<file path="config.mk">
export PLATFORM = sky130hd
export DESIGN_NAME = apc_attribute_palette
export DESIGN_NICKNAME = d
export VERILOG_FILES = /design/src/logic/apc_attribute_palette.v /design/src/logic/apc_blink_div.v /design/src/logic/apc_pel_shift.v
export VERILOG_INCLUDE_DIRS = /design/src /design/src/logic
export SDC_FILE = /design/constraint.sdc
export NUM_CORES = 1
export LEC_CHECK = 0
export BUFFER_PORTS_ARGS = -buffer_cell sky130_fd_sc_hd__buf_2
export CORE_MARGIN = 2
export CORE_UTILIZATION = 50
export CTS_CLUSTER_DIAMETER = 150
export DETAILED_ROUTE_END_ITERATION = 8
export PLACE_DENSITY = 0.67
export SKIP_CTS_REPAIR_TIMING = 1
export SYNTH_ARGS = -nofsm -noshare
export SYNTH_HDL_FRONTEND = slang
export SYNTH_HIERARCHICAL = 1
export SYNTH_SLANG_ARGS = --single-unit
</file>
<file path="constraint.sdc">
create_clock -name clk_sys_in -period 8.5 [get_ports clk_sys_in]
set_input_delay 0.425 -clock clk_sys_in [delete_from_list [all_inputs] [get_ports clk_sys_in]]
set_output_delay 0.425 -clock clk_sys_in [all_outputs]
set_load 0.05 [all_outputs]
</file>
<file path="src/logic/apc_consts.vh">
// Constants of the attribute and palette stage: register indices,
// field positions, reset values and blink counts.
// Assumes inclusion by bare name from the design files of this block.
`ifndef APC_CONSTS_VH
`define APC_CONSTS_VH

// Register indices selected by the low five index bits
`define APC_IDX_PALETTE_LAST 5'h0f
`define APC_IDX_MODE 5'h10
`define APC_IDX_BORDER 5'h11
`define APC_IDX_PLANE 5'h12
`define APC_IDX_PAN 5'h13

// Index register fields
`define APC_IDX_PTR_MSB 4
`define APC_IDX_RUN_BIT 5

// Mode control fields
`define APC_MODE_BITMAP 0
`define APC_MODE_MONO 1
`define APC_MODE_LINE_GFX 2
`define APC_MODE_BLINK 3

// Plane enable and status select fields
`define APC_PLANE_STAT_LO 4
`define APC_PLANE_STAT_HI 5

// Status bit positions
`define APC_STAT_DE_N 0
`define APC_STAT_RETRACE 3

// Reset values
`define APC_RST_PALETTE 6'h00
`define APC_RST_INDEX 6'h00
`define APC_RST_MODE 4'h0
`define APC_RST_BORDER 6'h00
`define APC_RST_PLANE 6'h00
`define APC_RST_PAN 4'h0

// Pel panning limits
`define APC_PAN_MAX_MONO_TEXT 4'h9
`define APC_PAN_MAX_OTHER 4'h8

// Blink periods in retrace events
`define APC_CHAR_BLINK_PERIOD 32
`define APC_CURSOR_BLINK_PERIOD 16

`endif

</file>
<file path="src/logic/apc_attribute_palette.v">
// Attribute and palette stage of a display adapter: host register port,
// attribute selection, blinking, ninth dot, panning, palette and border.
// Assumes all inputs come from logic on clk_sys_in, one pel per clock,
// and host strobes are one-cycle pulses.
`timescale 1ns/1ps
`include "apc_consts.vh"

module apc_attribute_palette #(
   parameter PAN_DEPTH = 10 // Delay line stages, one beyond the largest pan
) (
   input wire clk_sys_in,
   input wire rst_in,
   // Host I/O port
   input wire host_write_in,
   input wire [5:0] host_wdata_in,
   input wire host_read_in,
   output wire [5:0] host_rdata_out,
   output wire host_rdata_oe_out,
   // Timing controller
   input wire display_enable_in,
   input wire vertical_retrace_in,
   input wire blank_in,
   input wire line_graphics_in,
   input wire cursor_in,
   input wire ninth_dot_in,
   // Pel data
   input wire [3:0] foreground_attribute_bits_in,
   input wire [3:0] background_attribute_bits_in,
   input wire condition_select_in,
   // Colour outputs: B, G, R, SB, SG, SR from bit 0 upward
   output wire [5:0] colour_out,
   output wire colour_oe_out
);

   ////////////////////////////////////////////////////////////////////////
   // Host visible registers
   reg [5:0] attribute_index; // Pointer and run bit
   reg index_toggle; // Low: next write goes to the index
   reg [5:0] palette_entries [0:15]; // Sixteen colour entries
   reg [3:0] attribute_mode_control; // Mode bits
   reg [5:0] border_colour; // Overscan colour
   reg [5:0] plane_enable_and_status_select; // Plane enables and status mux
   reg [3:0] horizontal_pel_shift; // Pan amount
   reg [5:0] status_data; // Registered read data
   reg status_oe; // Read data driven

   // Decoded mode bits
   wire bitmap_mode = attribute_mode_control[`APC_MODE_BITMAP];
   wire mono_attr = attribute_mode_control[`APC_MODE_MONO];
   wire line_gfx_en = attribute_mode_control[`APC_MODE_LINE_GFX];
   wire blink_en = attribute_mode_control[`APC_MODE_BLINK];
   wire palette_run = attribute_index[`APC_IDX_RUN_BIT];
   wire outputs_off = plane_enable_and_status_select[`APC_PLANE_STAT_LO];
   wire [4:0] reg_ptr = attribute_index[`APC_IDX_PTR_MSB:0];

   integer i;

   ////////////////////////////////////////////////////////////////////////
   // Index/data toggle and register writes
   always @(posedge clk_sys_in or posedge rst_in) begin
      if (rst_in) begin
         // Known state until the host programs the block
         index_toggle <= 1'b0;
         attribute_index <= `APC_RST_INDEX;
         attribute_mode_control <= `APC_RST_MODE;
         border_colour <= `APC_RST_BORDER;
         plane_enable_and_status_select <= `APC_RST_PLANE;
         horizontal_pel_shift <= `APC_RST_PAN;
         for (i = 0; i < 16; i = i + 1) begin
            palette_entries[i] <= `APC_RST_PALETTE;
         end
      end else if (host_write_in) begin
         // Every write flips the toggle, even with a read alongside
         index_toggle <= ~index_toggle;
         if (!index_toggle) begin
            // Index write
            attribute_index <= host_wdata_in;
         end else begin
            // Data write to the register under the pointer
            if (reg_ptr <= `APC_IDX_PALETTE_LAST) begin
               // Entries only load while the palette is off the display
               if (!palette_run) begin
                  palette_entries[reg_ptr[3:0]] <= host_wdata_in;
               end
            end else if (reg_ptr == `APC_IDX_MODE) begin
               attribute_mode_control <= host_wdata_in[3:0];
            end else if (reg_ptr == `APC_IDX_BORDER) begin
               border_colour <= host_wdata_in;
            end else if (reg_ptr == `APC_IDX_PLANE) begin
               plane_enable_and_status_select <= host_wdata_in;
            end else if (reg_ptr == `APC_IDX_PAN) begin
               horizontal_pel_shift <= host_wdata_in[3:0];
            end
         end
      end else if (host_read_in) begin
         // A status read points the next write at the index
         index_toggle <= 1'b0;
      end
   end

   ////////////////////////////////////////////////////////////////////////
   // Blink counters stepped by the start of vertical retrace
   reg retrace_prev; // Retrace one clock ago
   wire retrace_step = vertical_retrace_in & ~retrace_prev;
   wire char_blink_on; // Character blink phase
   wire cursor_blink_on; // Cursor blink phase

   // Edge detector state
   always @(posedge clk_sys_in or posedge rst_in) begin
      if (rst_in) begin
         retrace_prev <= 1'b0;
      end else begin
         retrace_prev <= vertical_retrace_in;
      end
   end

   // Character blink: 32 retraces, 16 on and 16 off
   apc_blink_div #(
      .BITS(5)
   ) u_char_blink (
      .clk_sys_in(clk_sys_in),
      .rst_in(rst_in),
      .clear_in(~blink_en),
      .step_in(retrace_step),
      .phase_on_out(char_blink_on)
   );

   // Cursor blink: 16 retraces, held clear while outputs float
   apc_blink_div #(
      .BITS(4)
   ) u_cursor_blink (
      .clk_sys_in(clk_sys_in),
      .rst_in(rst_in),
      .clear_in(outputs_off),
      .step_in(retrace_step),
      .phase_on_out(cursor_blink_on)
   );

   ////////////////////////////////////////////////////////////////////////
   // Attribute selection for one pel
   reg last_select; // Select bit of the previous pel, the eighth dot
   reg [3:0] next_pel_index; // Palette index for this pel
   reg [3:0] pel_index; // Registered palette index
   reg pel_select; // Effective select after ninth dot rule
   reg [3:0] bg_nibble; // Background nibble after blink rule

   // Remembers the eighth dot for the ninth
   always @(posedge clk_sys_in or posedge rst_in) begin
      if (rst_in) begin
         last_select <= 1'b0;
      end else if (!ninth_dot_in) begin
         last_select <= condition_select_in;
      end
   end

   // Combines mode, blink, cursor and plane enables into an index
   always @* begin
      pel_select = condition_select_in;
      bg_nibble = background_attribute_bits_in;
      next_pel_index = 4'h0;
      if (!bitmap_mode) begin
         // Text: ninth dot handling
         if (ninth_dot_in) begin
            if (line_gfx_en && line_graphics_in) begin
               pel_select = last_select;
            end else begin
               pel_select = 1'b0;
            end
         end
         if (blink_en) begin
            // Top bit marks a blinking cell, not intensity
            bg_nibble = {1'b0, background_attribute_bits_in[2:0]};
            if (background_attribute_bits_in[3] && !char_blink_on) begin
               pel_select = 1'b0;
            end
         end else begin
            bg_nibble = background_attribute_bits_in;
         end
         if (cursor_in && cursor_blink_on) begin
            pel_select = 1'b1;
         end
         next_pel_index = pel_select ? foreground_attribute_bits_in : bg_nibble;
      end else begin
         // Graphics: background nibble is ignored
         next_pel_index = foreground_attribute_bits_in;
         if (blink_en && !char_blink_on) begin
            next_pel_index[3] = ~foreground_attribute_bits_in[3];
         end
      end
      // Disabled planes read as zero
      next_pel_index = next_pel_index & plane_enable_and_status_select[3:0];
   end

   // Index and video qualifiers into the pipeline
   reg pel_de; // Display enable aligned with pel_index
   reg pel_blank; // Blank aligned with pel_index

   // First pipeline stage
   always @(posedge clk_sys_in or posedge rst_in) begin
      if (rst_in) begin
         pel_index <= 4'h0;
         pel_de <= 1'b0;
         pel_blank <= 1'b0;
      end else begin
         pel_index <= next_pel_index;
         pel_de <= display_enable_in;
         pel_blank <= blank_in;
      end
   end

   ////////////////////////////////////////////////////////////////////////
   // Horizontal panning
   reg [3:0] pan_amount; // Clamped pan value
   wire [3:0] pan_limit = (mono_attr && !bitmap_mode) ? `APC_PAN_MAX_MONO_TEXT :
      `APC_PAN_MAX_OTHER;
   wire [3:0] shifted_index; // Index after panning
   wire [1:0] shifted_ctl; // Enable and blank at fixed delay

   // Pan values beyond the mode limit stop at the limit
   always @* begin
      if (horizontal_pel_shift > pan_limit) begin
         pan_amount = pan_limit;
      end else begin
         pan_amount = horizontal_pel_shift;
      end
   end

   // Data stream taken from a tap that moves with the pan value
   apc_pel_shift #(
      .WIDTH(4),
      .DEPTH(PAN_DEPTH)
   ) u_pan_data (
      .clk_sys_in(clk_sys_in),
      .rst_in(rst_in),
      .pel_in(pel_index),
      .shift_in(pan_amount),
      .pel_out(shifted_index)
   );

   // Video qualifiers always at the full delay, so borders stay put
   apc_pel_shift #(
      .WIDTH(2),
      .DEPTH(PAN_DEPTH)
   ) u_pan_ctl (
      .clk_sys_in(clk_sys_in),
      .rst_in(rst_in),
      .pel_in({pel_de, pel_blank}),
      .shift_in(4'h0),
      .pel_out(shifted_ctl)
   );

   ////////////////////////////////////////////////////////////////////////
   // Palette lookup and border
   reg [5:0] next_colour; // Colour for the coming pel
   reg [5:0] colour; // Registered colour outputs

   // Chooses palette, border or black
   always @* begin
      next_colour = 6'h00;
      if (!shifted_ctl[1] && !shifted_ctl[0]) begin
         next_colour = border_colour;
      end else if (shifted_ctl[1] && !shifted_ctl[0] && palette_run) begin
         next_colour = palette_entries[shifted_index];
      end
   end

   // Output stage
   always @(posedge clk_sys_in or posedge rst_in) begin
      if (rst_in) begin
         colour <= 6'h00;
      end else begin
         colour <= next_colour;
      end
   end

   assign colour_out = colour;
   assign colour_oe_out = ~outputs_off;

   ////////////////////////////////////////////////////////////////////////
   // Status port
   reg [1:0] next_stat_colour; // Colour pair for bits 5:4

   // Status colour multiplexer
   always @* begin
      case (plane_enable_and_status_select[`APC_PLANE_STAT_HI:`APC_PLANE_STAT_LO])
         2'b00: begin
            next_stat_colour = {colour[2], colour[0]};
         end
         2'b01: begin
            next_stat_colour = {colour[3], colour[1]};
         end
         2'b10: begin
            next_stat_colour = {colour[5], colour[4]};
         end
         default: begin
            next_stat_colour = 2'b00;
         end
      endcase
   end

   // Read data captured every clock, whether or not the host reads
   always @(posedge clk_sys_in or posedge rst_in) begin
      if (rst_in) begin
         status_data <= 6'h00;
         status_oe <= 1'b0;
      end else begin
         status_oe <= host_read_in;
         status_data <= 6'h00;
         status_data[`APC_STAT_DE_N] <= ~display_enable_in;
         status_data[`APC_STAT_RETRACE] <= vertical_retrace_in;
         status_data[5:4] <= next_stat_colour;
      end
   end

   assign host_rdata_out = status_data;
   assign host_rdata_oe_out = status_oe;

endmodule // apc_attribute_palette

</file>
<file path="src/logic/apc_blink_div.v">
// Retrace event divider giving a square blink phase.
// Assumes step_in is a one-cycle pulse per retrace start.
`timescale 1ns/1ps

module apc_blink_div #(
   parameter BITS = 5 // Counter width, period is two to this power
) (
   input wire clk_sys_in,
   input wire rst_in,
   input wire clear_in,
   input wire step_in,
   output wire phase_on_out
);

   ////////////////////////////////////////////////////////////////////////
   // Event counter
   reg [BITS-1:0] count;

   // Counts retrace events, held at zero while cleared
   always @(posedge clk_sys_in or posedge rst_in) begin
      if (rst_in) begin
         count <= {BITS{1'b0}};
      end else if (clear_in) begin
         count <= {BITS{1'b0}};
      end else if (step_in) begin
         count <= count + 1'b1;
      end
   end

   // First half of the period is the visible phase
   assign phase_on_out = ~count[BITS-1];

endmodule // apc_blink_div

</file>
<file path="src/logic/apc_pel_shift.v">
// Pel delay line with a selectable tap, used for horizontal panning.
// Assumes the shift value is stable while a line is shown.
`timescale 1ns/1ps

module apc_pel_shift #(
   parameter WIDTH = 4, // Bits per pel
   parameter DEPTH = 10 // Stages in the line
) (
   input wire clk_sys_in,
   input wire rst_in,
   input wire [WIDTH-1:0] pel_in,
   input wire [3:0] shift_in,
   output wire [WIDTH-1:0] pel_out
);

   ////////////////////////////////////////////////////////////////////////
   // Delay line, one flip-flop stage per pel
   reg [WIDTH-1:0] stage [0:DEPTH-1];

   genvar g;
   generate
      for (g = 0; g < DEPTH; g = g + 1) begin : g_stage
         // Each stage takes the one before it
         always @(posedge clk_sys_in or posedge rst_in) begin
            if (rst_in) begin
               stage[g] <= {WIDTH{1'b0}};
            end else if (g == 0) begin
               stage[g] <= pel_in;
            end else begin
               stage[g] <= stage[(g == 0) ? 0 : g - 1];
            end
         end
      end
   endgenerate

   ////////////////////////////////////////////////////////////////////////
   // A larger shift picks a younger stage, so later pels appear earlier
   localparam [31:0] LAST_TAP = DEPTH - 1; // Oldest stage, cut to the tap width below
   wire [3:0] tap = LAST_TAP[3:0] - shift_in;

   assign pel_out = stage[tap];

endmodule // apc_pel_shift

</file>
### After elaboration in Yosys (flattened, before gate mapping)

Cells that the tools add are included.

| operators by class | value |
|---|---|
| add/subtract/negate cells | 3 |
| order comparisons | 6 |
| equality and inequality tests | 7 |
| muxes and demuxes | 30 |
| bitwise gates (word level) | 16 |
| reduce and logical (&&, ||, !) cells | 21 |

Operator list:

| kind | number |
|---|---|
| $bwmux W96 | 1 |
| $mux W4 | 8 |
| $mux W6 | 5 |
| $bmux W6 S4 | 1 |
| $demux W6 S4 | 1 |
| $eq A5 B5 Y1 const B | 4 |
| $bmux W4 S4 | 1 |
| $ge A5 B5 Y1 const B | 3 |
| $not A4 Y5 | 3 |
| $not A1 Y1 | 11 |
| $mux W1 | 10 |
| $mux W5 | 2 |
| $logic_and A1 B1 Y1 | 9 |
| $reduce_and A4 Y1 | 2 |
| $reduce_and A7 Y1 | 1 |
| $pmux W2 S3 | 1 |
| $reduce_and A6 Y1 | 1 |
| $add A5 B1 Y5 const B | 1 |
| $le A5 B4 Y1 const B | 1 |
| $lt A5 B1 Y1 const B | 1 |
| $reduce_and A5 Y1 | 1 |
| $add A4 B1 Y4 const B | 1 |
| $and A4 B4 Y4 | 1 |
| $gt A4 B4 Y1 | 1 |
| 9 further kinds | 12 |

| storage, ports and cells | value |
|---|---|
| bits in registers | 211 |
| input bits | 25 |
| output and inout port bits | 14 |
| word-level logic and storage cells | 135 |

### Logic depth before layout (Yosys ltp)

Gate-level depths: netlist of run 1.

| depth | value |
|---|---|
| depth after elaboration | 16 |
| depth in mapped cells | 15 |

### Modules after synthesis

Netlist of run 1, hierarchy kept.

By module, submodules not included:

| module | times used | cells each | area each (µm²) | sequential area each (µm²) |
|---|---|---|---|---|
| apc_attribute_palette | 1 | 429 | 6328.6 | 3528.4 |
| apc_pel_shift (u_pan_data) | 1 | 73 | 1393.8 | 1001.0 |
| apc_pel_shift (u_pan_ctl) | 1 | 39 | 713.2 | 500.5 |
| apc_blink_div (u_char_blink) | 1 | 24 | 274.0 | 125.1 |
| apc_blink_div (u_cursor_blink) | 1 | 18 | 200.2 | 100.1 |

### Worst setup path after synthesis of run 1

OpenSTA, ideal clock, no wires.

| timing | value |
|---|---|
| path kind | flip-flop to flip-flop |
| start | register attribute_mode_control[1] |
| end | register colour[2], in the netlist colour_out[2] |
| setup time | 124 ps |
| arrival time | 3258 ps |
| slack | 5118 ps |
| stages on the path, launching flop included | 16 |
| buffers on the path | 3 |
| clock period less this slack | 3382 ps |
| cells stage by stage | dfrtp_1 > nor2b_1 > ha_1 > nor2_1 > o31ai_1 > mux2_2 > buf_6 > mux4_2 > nand3_1 > o211ai_2 > buf_6 > buf_6 > mux4_2 > mux2i_1 > nor2_1 > a211o_1 |

| on the way | value |
|---|---|
| longest elaborated chain between the ends | 15 |

RTL lines:

| item | RTL line | RTL |
|---|---|---|
| from (decl) | apc_attribute_palette.v:40 | `reg [3:0] attribute_mode_control;` |
| from (signal assigned) | apc_attribute_palette.v:65 | `` attribute_mode_control <= `APC_RST_MODE; `` |
| from (signal assigned) | apc_attribute_palette.v:86 | `attribute_mode_control <= host_wdata_in[3:0];` |
| $logic_and A1 B1 Y1 * | apc_attribute_palette.v:214 | `` wire [3:0] pan_limit = (mono_attr && !bitmap_mode) ? `APC_PAN_MAX_MONO_TEXT : `` |
| $mux W1 (no source line) * | n/a |  |
| $gt A4 B4 Y1 | apc_attribute_palette.v:221 | `if (horizontal_pel_shift > pan_limit) begin` |
| $mux W4 * | apc_attribute_palette.v:221 |  |
| net pan_amount[0] | apc_attribute_palette.v:213 | `reg [3:0] pan_amount;` |
| $sub A4 B4 Y4 * | apc_pel_shift.v:39 | `wire [3:0] tap = LAST_TAP[3:0] - shift_in;` |
| $not A4 Y5 (implied by the code) * | apc_pel_shift.v:41 | `assign pel_out = stage[tap];` |
| $bmux W4 S4 * | apc_pel_shift.v:41 |  |
| $mux W4 (implied by the code) * (2 in series) | apc_pel_shift.v:41 |  |
| net shifted_index[1] | apc_attribute_palette.v:216 | `wire [3:0] shifted_index;` |
| $not A4 Y5 (implied by the code) * | apc_attribute_palette.v:263 | `next_colour = palette_entries[shifted_index];` |
| $bmux W6 S4 * | apc_attribute_palette.v:263 |  |
| $mux W6 (implied by the code) * (2 in series) | apc_attribute_palette.v:263 |  |
| $mux W6 * | apc_attribute_palette.v:262 | `end else if (shifted_ctl[1] && !shifted_ctl[0] && palette_run) begin` |
| $mux W6 * | apc_attribute_palette.v:260 | `if (!shifted_ctl[1] && !shifted_ctl[0]) begin` |
| net next_colour[2] | apc_attribute_palette.v:254 | `reg [5:0] next_colour;` |
| to (signal assigned) | apc_attribute_palette.v:272 | `colour <= next_colour;` |
| to (decl) | apc_attribute_palette.v:255 | `reg [5:0] colour;` |

Mark *: on every way through the listed nets, which the timed path passes. The rest lies on a longest branch. The select of a mux whose other input is x is not followed.
A chain may end at the register's enable or synchronous reset.

### Final worst setup path of run 1

| timing | value |
|---|---|
| start | register horizontal_pel_shift[3] |
| end | register colour[0], in the netlist colour_out[0] |

| on the way | value |
|---|---|
| longest elaborated chain between the ends | 13 |

RTL lines:

| item | RTL line | RTL |
|---|---|---|
| from (decl) | apc_attribute_palette.v:43 | `reg [3:0] horizontal_pel_shift;` |
| from (signal assigned) | apc_attribute_palette.v:68 | `` horizontal_pel_shift <= `APC_RST_PAN; `` |
| from (signal assigned) | apc_attribute_palette.v:92 | `horizontal_pel_shift <= host_wdata_in[3:0];` |
| $gt A4 B4 Y1 | apc_attribute_palette.v:221 |  |
| $mux W4 | apc_attribute_palette.v:221 |  |
| net pan_amount[1] | apc_attribute_palette.v:213 |  |
| $sub A4 B4 Y4 | apc_pel_shift.v:39 |  |
| $not A4 Y5 (implied by the code) | apc_pel_shift.v:41 |  |
| $bmux W4 S4 | apc_pel_shift.v:41 |  |
| $mux W4 (implied by the code) (2 in series) | apc_pel_shift.v:41 |  |
| net shifted_index[0] | apc_attribute_palette.v:216 |  |
| $not A4 Y5 (implied by the code) | apc_attribute_palette.v:263 |  |
| $bmux W6 S4 | apc_attribute_palette.v:263 |  |
| $mux W6 (implied by the code) (2 in series) | apc_attribute_palette.v:263 |  |
| $mux W6 | apc_attribute_palette.v:262 |  |
| $mux W6 | apc_attribute_palette.v:260 |  |
| net next_colour[0] | apc_attribute_palette.v:254 |  |

The timed path passes the listed nets, and every way through them passes these cells. The select of a mux whose other input is x is not followed.

==> impl_metrics.toml, run 1 <==
[route]
remaining_drc_errors = 0
vias = 4905
vias_per_cell = 5.65
wl_per_cell_um = 19.8
drt_pass1_iterations = 4
drtIter0Drc = 274
ant_nets = 0
wirelength_um = 17200

[outcome]
status = "completed"

[timing]
layout_setup_ws_ns = 4.61
setup_violations = 0
finalSetupTns_ns = 0
fmax_mhz = 257
fin_worst_skew_ns = 0.00812
rsz0062_at_grt = "no"
max_slew_margin = 0.391
fin_crit_sh = 0.457
finalHoldViolCount = 0
tightest_slew_ns = 0.912
finalWorstPathRequiredPeriod_ns = 3.89
slew_violations = 0

[placed_design]
placed_area_um2 = 9250
dp_hpwl_um = 11200
place_congestion = 0.758
io_buffers = 36
dp_slack_ns = 4.61

[job]
max-cap-violations = 0

[critical_path]
cp-start-kind = "register"
worstPathMaxFanout = 17
end_kind = "register"
cp_slowest_cell = "mux4_1"
criticalPathCategory = "register to register"
worstPathCellList = "nor2b_1 -> inv_1 -> ha_1 -> or3_4 -> o211ai_2 -> buf_4 -> mux4_1 -> mux2i_1 -> nor2_1 -> a211o_1"
cp.required_ns = 8.88
crit_arrival_ns = 4.27
reg2regPathDepth = 10
slowest_delay_ns = 0.61

[yosys]
synth.cell_area_um2 = 8910
ys_types = 44
synth_top_area_cell = "dfrtp_1"
ys_ff_latch = 210
seq_area_frac_synth = 0.590
synthCells = 583
synth_top_area_frac = 0.590
synth-warning-count = 6
synth_area_leaders = "dfrtp_1 59%, mux2_2 16%, mux4_2 5.8%"
avgSynthCellArea_um2 = 15.3

[clocking]
cts-htree-levels = 1
cts_root_buffer = "clkbuf_16"
cts_made_buffers = 23
cts_sinks = 210
cts_tree = "done"
clk_path_buf_depth = 3
worstSkewPairLatency_ns = 0.50
clkTransAtPathRegs_ns = 0.06

[final_layout]
design_area_um2 = 10000
diodes = 0
fin_util = 0.577
fin_nets = 657
final_layout_size_suffix_gt1_frac = 0.365
synthToLayoutAreaGrowth_pct = 12.4

[global_routing]
antenna_found_initial = 0
grt_util_all_layers = 0.194
grt_max_degree = 76
grt_pass1_wl_um = 28100
grt_overflow = 0
first_global_vias = 5310

[worst_hold_path]
whs_path_depth = 1
hold_class = "input port to register"

[floorplan]
start_util = 0.513
die_h_um = 137
die_area_um2 = 18900
row_count = 48
dieWidth_um = 137
io_pins = 39
fp.coreArea_um2 = 17400

[pwr]
irDropWorstVdd_v = 0.000214
power.leakage_nw = 4.81
power_w = 0.00278
powerDensity_nw_per_um2 = 278
==> worst paths after layout <==
path / to / slack (ns) / start
max in group asynchronous: host_rdata_out[4] / 6.55 / rst_in
setup / recovery: colour_out[0] / 4.61 / horizontal_pel_shift[3]
setup reg to reg: colour_out[0] / 4.61 / horizontal_pel_shift[3]
min in group asynchronous: u_cursor_blink/count[2] / 0.43 / rst_in
hold / removal: pel_blank / 0.03 / blank_in
hold reg to reg: u_pan_ctl/stage[19] / 0.35 / pel_de
==> where the power goes <==
group          internal, W  switching, W
logic             0.000261      0.000259
clock network     0.000596      0.000384
registers          0.00118      0.000105
total              0.00203      0.000748
==> flip-flops by register name (all words and copies together), names as in the netlist <==
name                            flops
pel_index                           4
u_cursor_blink/count                4
plane_enable_and_status_select      6
pel_de                              1
colour_out                          6
host_rdata_oe_out                   1
u_char_blink/count                  5
index_toggle                        1
attribute_mode_control              4
pel_blank                           1
palette_entries                    96
border_colour                       6
horizontal_pel_shift                4
u_pan_ctl/stage                    20
attribute_index                     6
last_select                         1
u_pan_data/stage                   40
host_rdata_out                      4
==> routing by layer <==
layer	wire, µm	track usage	vias up	share of wire
met4	489	0.0636	0	0.028
met3	744	0.0408	36	0.043
met2	8430	0.324	102	0.49
met1	7540	0.257	2569	0.44
li1	-	-	2198	-
met5	0	0	-	0
==> critical path: cells and delay by family (launching register included) <==
kind | cells | cell delay, ns
simple gates | 3 | 1.02
mux | 2 | 0.87
buf+inv | 2 | 0.54
compound gates | 2 | 0.46
fa+ha+maj | 1 | 0.45
flops | 1 | 0.43
==> metrics by stage <==
| stage | std cells | hold slack [ns] |
|---|---|---|
| 3_5_place_dp | 826 | 0.339 |
| 5_1_grt | 868 | 0.0270 |
| 4_1_cts | 867 | -0.131 |
| 3_3_place_gp | 826 | 0.333 |
| 6_report | 868 | 0.0320 |
| 2_1_floorplan | 592 | 0.191 |
==> cells in the mapped netlist (all sizes together) <==
cell type / count
a211o: 6
a21bo: 2
a21boi: 4
a21oi: 3
a221o: 1
a221oi: 1
and3: 2
and4: 1
buf: 18
clkbuf: 14
conb: 1
dfrtp: 210
ha: 5
inv: 18
mux2: 126
mux2i: 23
mux4: 36
nand2: 23
nand2b: 3
nand3: 16
nand3b: 5
nand4: 3
nand4b: 1
nand4bb: 1
nor2: 24
nor2b: 10
nor3: 5
o211ai: 6
o21ai: 5
o311a: 1
o31ai: 1
or3: 3
xnor2: 5
==> kinds of logic after synthesis <==
family                   Yosys count  synth area share
multiplexers                     185             0.283
flip-flops                       210             0.590
AND/OR/NAND/NOR                   97            0.0569
XOR/XNOR                           5           0.00576
AO/OA/AOI/OAI                     30            0.0274
buffers and inverters             50            0.0299
adder cells (fa/ha/maj)            5           0.00702
other                              1          0.000421
==> layout by cell type (no fill, tap or decap), drive strengths merged, types with 2 or more instances in the layout <==
master	count
nand4	3
clkbuf	33
nand3b	5
mux4	36
conb	10
buf	41
o21ai	5
a21oi	3
clkinv	4
and3	2
nor2b	10
a21boi	4
ha	5
nor3	5
nand2	23
or3	3
mux2i	23
nand3	16
dfrtp	210
mux2	126
a211o	6
nor2	24
nand2b	3
bufinv	2
inv	19
xnor2	5
a21bo	2
o211ai	6
==> layout make-up <==
type,count,area [µm²]
clock buffer,33,653
clock inverter,8,100
fill,1340,7340
inverter,18,72.6
multi-input combinational,332,3420
sequential,210,5260
tap,225,282
timing repair buffer,42,228
No activity file was read; power rests on OpenSTA's default activity.
==> run 2: changes to the inputs <==
--- a/config.mk
+++ b/config.mk
@@ -11,7 +11,7 @@
 export CORE_UTILIZATION = 50
 export CTS_CLUSTER_DIAMETER = 150
 export DETAILED_ROUTE_END_ITERATION = 8
-export PLACE_DENSITY = 0.67
+export PLACE_DENSITY = 0.69
 export SKIP_CTS_REPAIR_TIMING = 1
 export SYNTH_ARGS = -nofsm -noshare
 export SYNTH_HDL_FRONTEND = slang
==> constraint.sdc (replaced) <==
create_clock -name clk_sys_in -period 3.2 [get_ports clk_sys_in]
set_input_delay 0.16 -clock clk_sys_in [delete_from_list [all_inputs] [get_ports clk_sys_in]]
set_output_delay 0.16 -clock clk_sys_in [all_outputs]
set_load 0.05 [all_outputs]
==> impl_metrics.toml, run 2 (same netlist as run 1, synthesis figures left out) <==
[final_layout]
design_area_um2 = 10500
fin_nets = 688
synthToLayoutAreaGrowth_pct = 17.6
diodes = 0
final_layout_size_suffix_gt1_frac = 0.411
regArea_um2 = 5260
multiInputGateArea_um2 = 3510
regMostFlops = "palette_entries"
fin_util = 0.604
final_common_cell = "dfrtp_1"
biggestRegsByFlops = "palette_entries x96, u_pan_data/stage x40, u_pan_ctl/stage x20"
fillers = 1318
mostFrequentLayoutCells = "210 x dfrtp_1, 122 x mux2_2, 36 x buf_2"
largest_reg_flops = 96

[timing]
rsz0062_at_grt = "yes"
finalSetupTns_ns = -1.72
layout_setup_ws_ns = -0.301
fin_crit_sh = 1.09
slew_violations = 0
max_slew_margin = 0.375
hold_ws_ns = -0.0476
tightest_slew_ns = 0.936
finalWorstPathRequiredPeriod_ns = 3.50
finalHoldViolCount = 2
setup_violations = 6
fmax_mhz = 286
fin_worst_skew_ns = 0.00998

[clocking]
clkTransAtPathRegs_ns = 0.06
cts_sinks = 210
cts_made_buffers = 22
worstSkewPairLatency_ns = 0.50
cts-htree-levels = 1
cts_tree = "done"
cts_root_buffer = "clkbuf_16"
clk_path_buf_depth = 3

[critical_path]
end_kind = "register"
cp-start-kind = "register"
reg2regPathDepth = 15
cp.required_ns = 3.58
worstPathMaxFanout = 6
criticalPathCategory = "register to register"
r2r_setup_slack_ns = -0.30
r2r_end = "colour_out[0]"
crit_arrival_ns = 3.88
r2r-start = "attribute_mode_control[1]"

[global_routing]
grt_util_all_layers = 0.206
grt_overflow = 0
grt_pass1_wl_um = 29400
grt_max_degree = 136
first_global_vias = 5459
antenna_found_initial = 0

[pwr]
irDropWorstVdd_v = 0.000494
power.leakage_nw = 4.98
power_w = 0.00781
powerDensity_nw_per_um2 = 745

[route]
vias = 5143
vias_per_cell = 5.73
drtIter0Drc = 210
drt_pass1_iterations = 4
wl_per_cell_um = 21.1
remaining_drc_errors = 0
ant_nets = 0
wirelength_um = 19000

[worst_hold_path]
hp-start = "foreground_attribute_bits_in[1]"
whs_path_depth = 3
holdPathEnd = "pel_index[1]"
hold_class = "input port to register"

[placed_design]
placed_area_um2 = 9390
dp_hpwl_um = 12100
place_congestion = 0.782
io_buffers = 36

[floorplan]
row_count = 48
die_area_um2 = 18900
die_h_um = 137
fp.coreArea_um2 = 17400
io_pins = 39
dieWidth_um = 137
start_util = 0.513

[job]
max-cap-violations = 0

[outcome]
violations = "hold timing, setup timing"
status = "complete, but fails checks"
-- run 2: cell types whose count changed in the layout (fill, tap and decap cells not counted), sizes merged --
cell and delta:
inv -2, clkinvlp +1, clkinv -1, dlygate4sd3 +10, bufinv +1, buf +20
-- run 2: worst max-delay path by stage --
stage                               from             to
2_1_floorplan  attribute_mode_control[1]  colour_out[0]
6_report       attribute_mode_control[1]  colour_out[0]
5_1_grt        attribute_mode_control[1]  colour_out[3]
3_5_place_dp   attribute_mode_control[1]  colour_out[1]
4_1_cts        attribute_mode_control[1]  colour_out[3]
3_3_place_gp   attribute_mode_control[1]  colour_out[1]
-- run 2: critical path, stage by stage, from the launching register on --
cell and delay (ns):
dfrtp_1 0.38, nor2b_4 0.14, ha_4 0.27, nor2_4 0.04
o31ai_4 0.23, mux2_4 0.38, buf_6 0.14, buf_6 0.11
mux4_2 0.43, nand3_2 0.11, o211ai_4 0.15, buf_12 0.19
mux4_2 0.31, mux2i_2 0.21, nor2_1 0.07, a211o_1 0.24
-- run 2: metal layers --
metal,up-vias,routed length (µm),global-route usage,share of wire
li1,2248,-,-,-
met1,2738,8170,0.270,0.43
met2,119,9440,0.346,0.50
met3,38,837,0.0442,0.044
met4,0,502,0.0619,0.026
met5,-,0,0,0
-- run 2: final cells by class --
class | count | share of cell area
Clock inverter | 7 | 0.0107
Timing Repair Buffer | 74 | 0.0578
Clock buffer | 31 | 0.0616
Multi-Input combinational cell | 332 | 0.335
Sequential cell | 210 | 0.501
Tap cell | 225 | 0.0269
Inverter | 18 | 0.00680
-- run 2: metrics by stage --
stage / setup WS, ns / instances
floorplan: -0.164 / 592
finish: -0.301 / 897
detailed placement: -0.391 / 837
global placement: -0.350 / 837
global route: -0.408 / 897
CTS: -0.417 / 875
-- run 2: power breakdown --
part | internal (W) | switching, W
combinational | 0.000911 | 0.000828
sequential | 0.00312 | 0.000305
clock | 0.00164 | 0.000999
==> run 3: changes to the inputs <==
--- a/config.mk
+++ b/config.mk
@@ -11,7 +11,7 @@
 export CORE_UTILIZATION = 50
 export CTS_CLUSTER_DIAMETER = 150
 export DETAILED_ROUTE_END_ITERATION = 8
-export PLACE_DENSITY = 0.69
+export PLACE_DENSITY = 0.76
 export SKIP_CTS_REPAIR_TIMING = 1
 export SYNTH_ARGS = -nofsm -noshare
 export SYNTH_HDL_FRONTEND = slang
==> impl_metrics.toml, run 3 (same netlist as run 1, synthesis figures left out) <==
[final_layout]
fin_nets = 687
regArea_um2 = 5260
biggestRegsByFlops = "palette_entries x96, u_pan_data/stage x40, u_pan_ctl/stage x20"
synthToLayoutAreaGrowth_pct = 17.6
largest_reg_flops = 96
multiInputGateArea_um2 = 3510
fin_util = 0.604
fillers = 1250
mostFrequentLayoutCells = "210 x dfrtp_1, 122 x mux2_2, 36 x buf_2"
regMostFlops = "palette_entries"
final_cells = 896
final_common_cell = "dfrtp_1"
diodes = 0
final_layout_size_suffix_gt1_frac = 0.405

[global_routing]
grt_util_all_layers = 0.207
use_met3 = 0.0291
grt_use_met2 = 0.354
grt_pass1_wl_um = 29600
grtUsageMet1 = 0.271
antenna_found_initial = 0
grt_busiest_layer = "met2"
first_global_vias = 5520
grt_max_degree = 135
grt_overflow = 0

[floorplan]
die_area_um2 = 18900
io_pins = 39
fp.coreArea_um2 = 17400
start_util = 0.513
row_count = 48
die_h_um = 137
dieWidth_um = 137

[route]
drt_pass1_iterations = 4
drtIter0Drc = 307
vias_per_cell = 5.74
wl_per_cell_um = 21.5
vias = 5143
wirelength_um = 19300
remaining_drc_errors = 0
ant_nets = 0

[timing]
tightest_slew_ns = 0.939
layout_setup_ws_ns = -0.292
hold_ws_ns = 0.0374
fin_crit_sh = 1.09
max_slew_margin = 0.373
finalWorstPathRequiredPeriod_ns = 3.49
fmax_mhz = 286
slew_violations = 0
setup_violations = 6
rsz0062_at_grt = "yes"
fin_worst_skew_ns = 0.00717
finalHoldViolCount = 0

[clocking]
cts_tree = "done"
cts-htree-levels = 1
cts_made_buffers = 22
clk_path_buf_depth = 3
cts_root_buffer = "clkbuf_16"
worstSkewPairLatency_ns = 0.51
clkTransAtPathRegs_ns = 0.06
cts_sinks = 210

[critical_path]
slowest_delay_ns = 0.52
cp_slowest_cell = "mux4_2"
worstPathCellList = "nor2b_4 -> ha_4 -> nor2_4 -> o31ai_4 -> mux2_4 -> mux4_2 -> nand3_2 -> o211ai_4 -> clkbuf_16 -> mux4_2 -> mux2i_1 -> nor2_1 -> a211o_1"
end_kind = "register"
worstPathMaxFanout = 7
path_buf_inv = 1
crit_top_cell = "mux4_2"
cp.required_ns = 3.59
criticalPathCategory = "register to register"
cp_top_family = "multiplexers"
cp-start-kind = "register"
r2r_setup_slack_ns = -0.29
crit_arrival_ns = 3.88

[pwr]
seqPwrFrac = 0.438
power.leakage_nw = 4.98
clkPwrFrac = 0.342
p_int_w = 0.00568
powerDensity_nw_per_um2 = 749
swShare = 0.277
switching_power_w = 0.00217
combPwrFrac = 0.221
power_w = 0.00785
irDropWorstVdd_v = 0.000417

[placed_design]
io_buffers = 36
place_congestion = 0.765
placedCellCount = 839
dp_hpwl_um = 11900

[outcome]
status = "complete, but fails checks"
violations = "setup timing"

[job]
max-cap-violations = 0

[worst_hold_path]
hold_class = "input port to register"
[run 3: cell types whose count changed in the layout (fill, tap and decap cells not counted), moves of 2 or more]
| cell | previous run | this run |
|---|---|---|
| nor2_1 | 21 | 23 |
| mux2i_2 | 4 | 2 |
| mux2i_1 | 18 | 20 |
| dlygate4sd3_1 | 11 | 13 |
| nor2_2 | 2 | 0 |
[run 3: worst paths after layout]
kind	startpoint	endpoint	cells after the start
worst max-delay path	attribute_mode_control[1]	colour_out[2]	13
worst min-delay path	host_write_in	index_toggle	4
worst max register to register	attribute_mode_control[1]	colour_out[2]	13
worst min register to register	pel_index[3]	u_pan_data/stage[39]	0
max in group asynchronous	rst_in	palette_entries[94]	4
min in group asynchronous	rst_in	u_cursor_blink/count[3]	3
[run 3: worst min-delay path: stages]
cell and delay, ns:
buf_2 0.15, nor2_1 0.08, nand2_1 0.06, nand2_1 0.05
[run 3: area by class of cell]
class | instances | share of cell area
Inverter | 18 | 0.00681
Clock inverter | 7 | 0.0105
Timing Repair Buffer | 73 | 0.0570
Tap cell | 225 | 0.0269
Clock buffer | 31 | 0.0626
Sequential cell | 210 | 0.502
Multi-Input combinational cell | 332 | 0.335
[run 3: per-layer routing]
metal | up-vias | share of wire | wire length, µm
met4 | 0 | 0.030 | 580
met1 | 2723 | 0.42 | 8120
met3 | 46 | 0.044 | 839
met5 | - | 0 | 0
li1 | 2254 | - | -
met2 | 120 | 0.50 | 9720
[run 3: stage by stage]
stage	worst slack, ns	cell area, µm²	setup TNS (ns)
after floorplan	-0.164	8970	-0.820
after global placement	-0.344	9400	-1.66
after detailed placement	-0.386	9400	-1.97
after CTS	-0.429	10200	-2.23
after global routing	-0.374	10500	-2.11
final	-0.292	10500	-1.50
[run 3: power groups by stage]
stage / Combinational (W) / Clock (W) / Sequential (W)
floorplan: 0.00112 / 0 / 0.00343
global placement: 0.00147 / 0 / 0.00343
detailed placement: 0.00153 / 0 / 0.00346
CTS: 0.00154 / 0.00272 / 0.00342
global route: 0.00186 / 0.00284 / 0.00349
finish: 0.00173 / 0.00268 / 0.00344
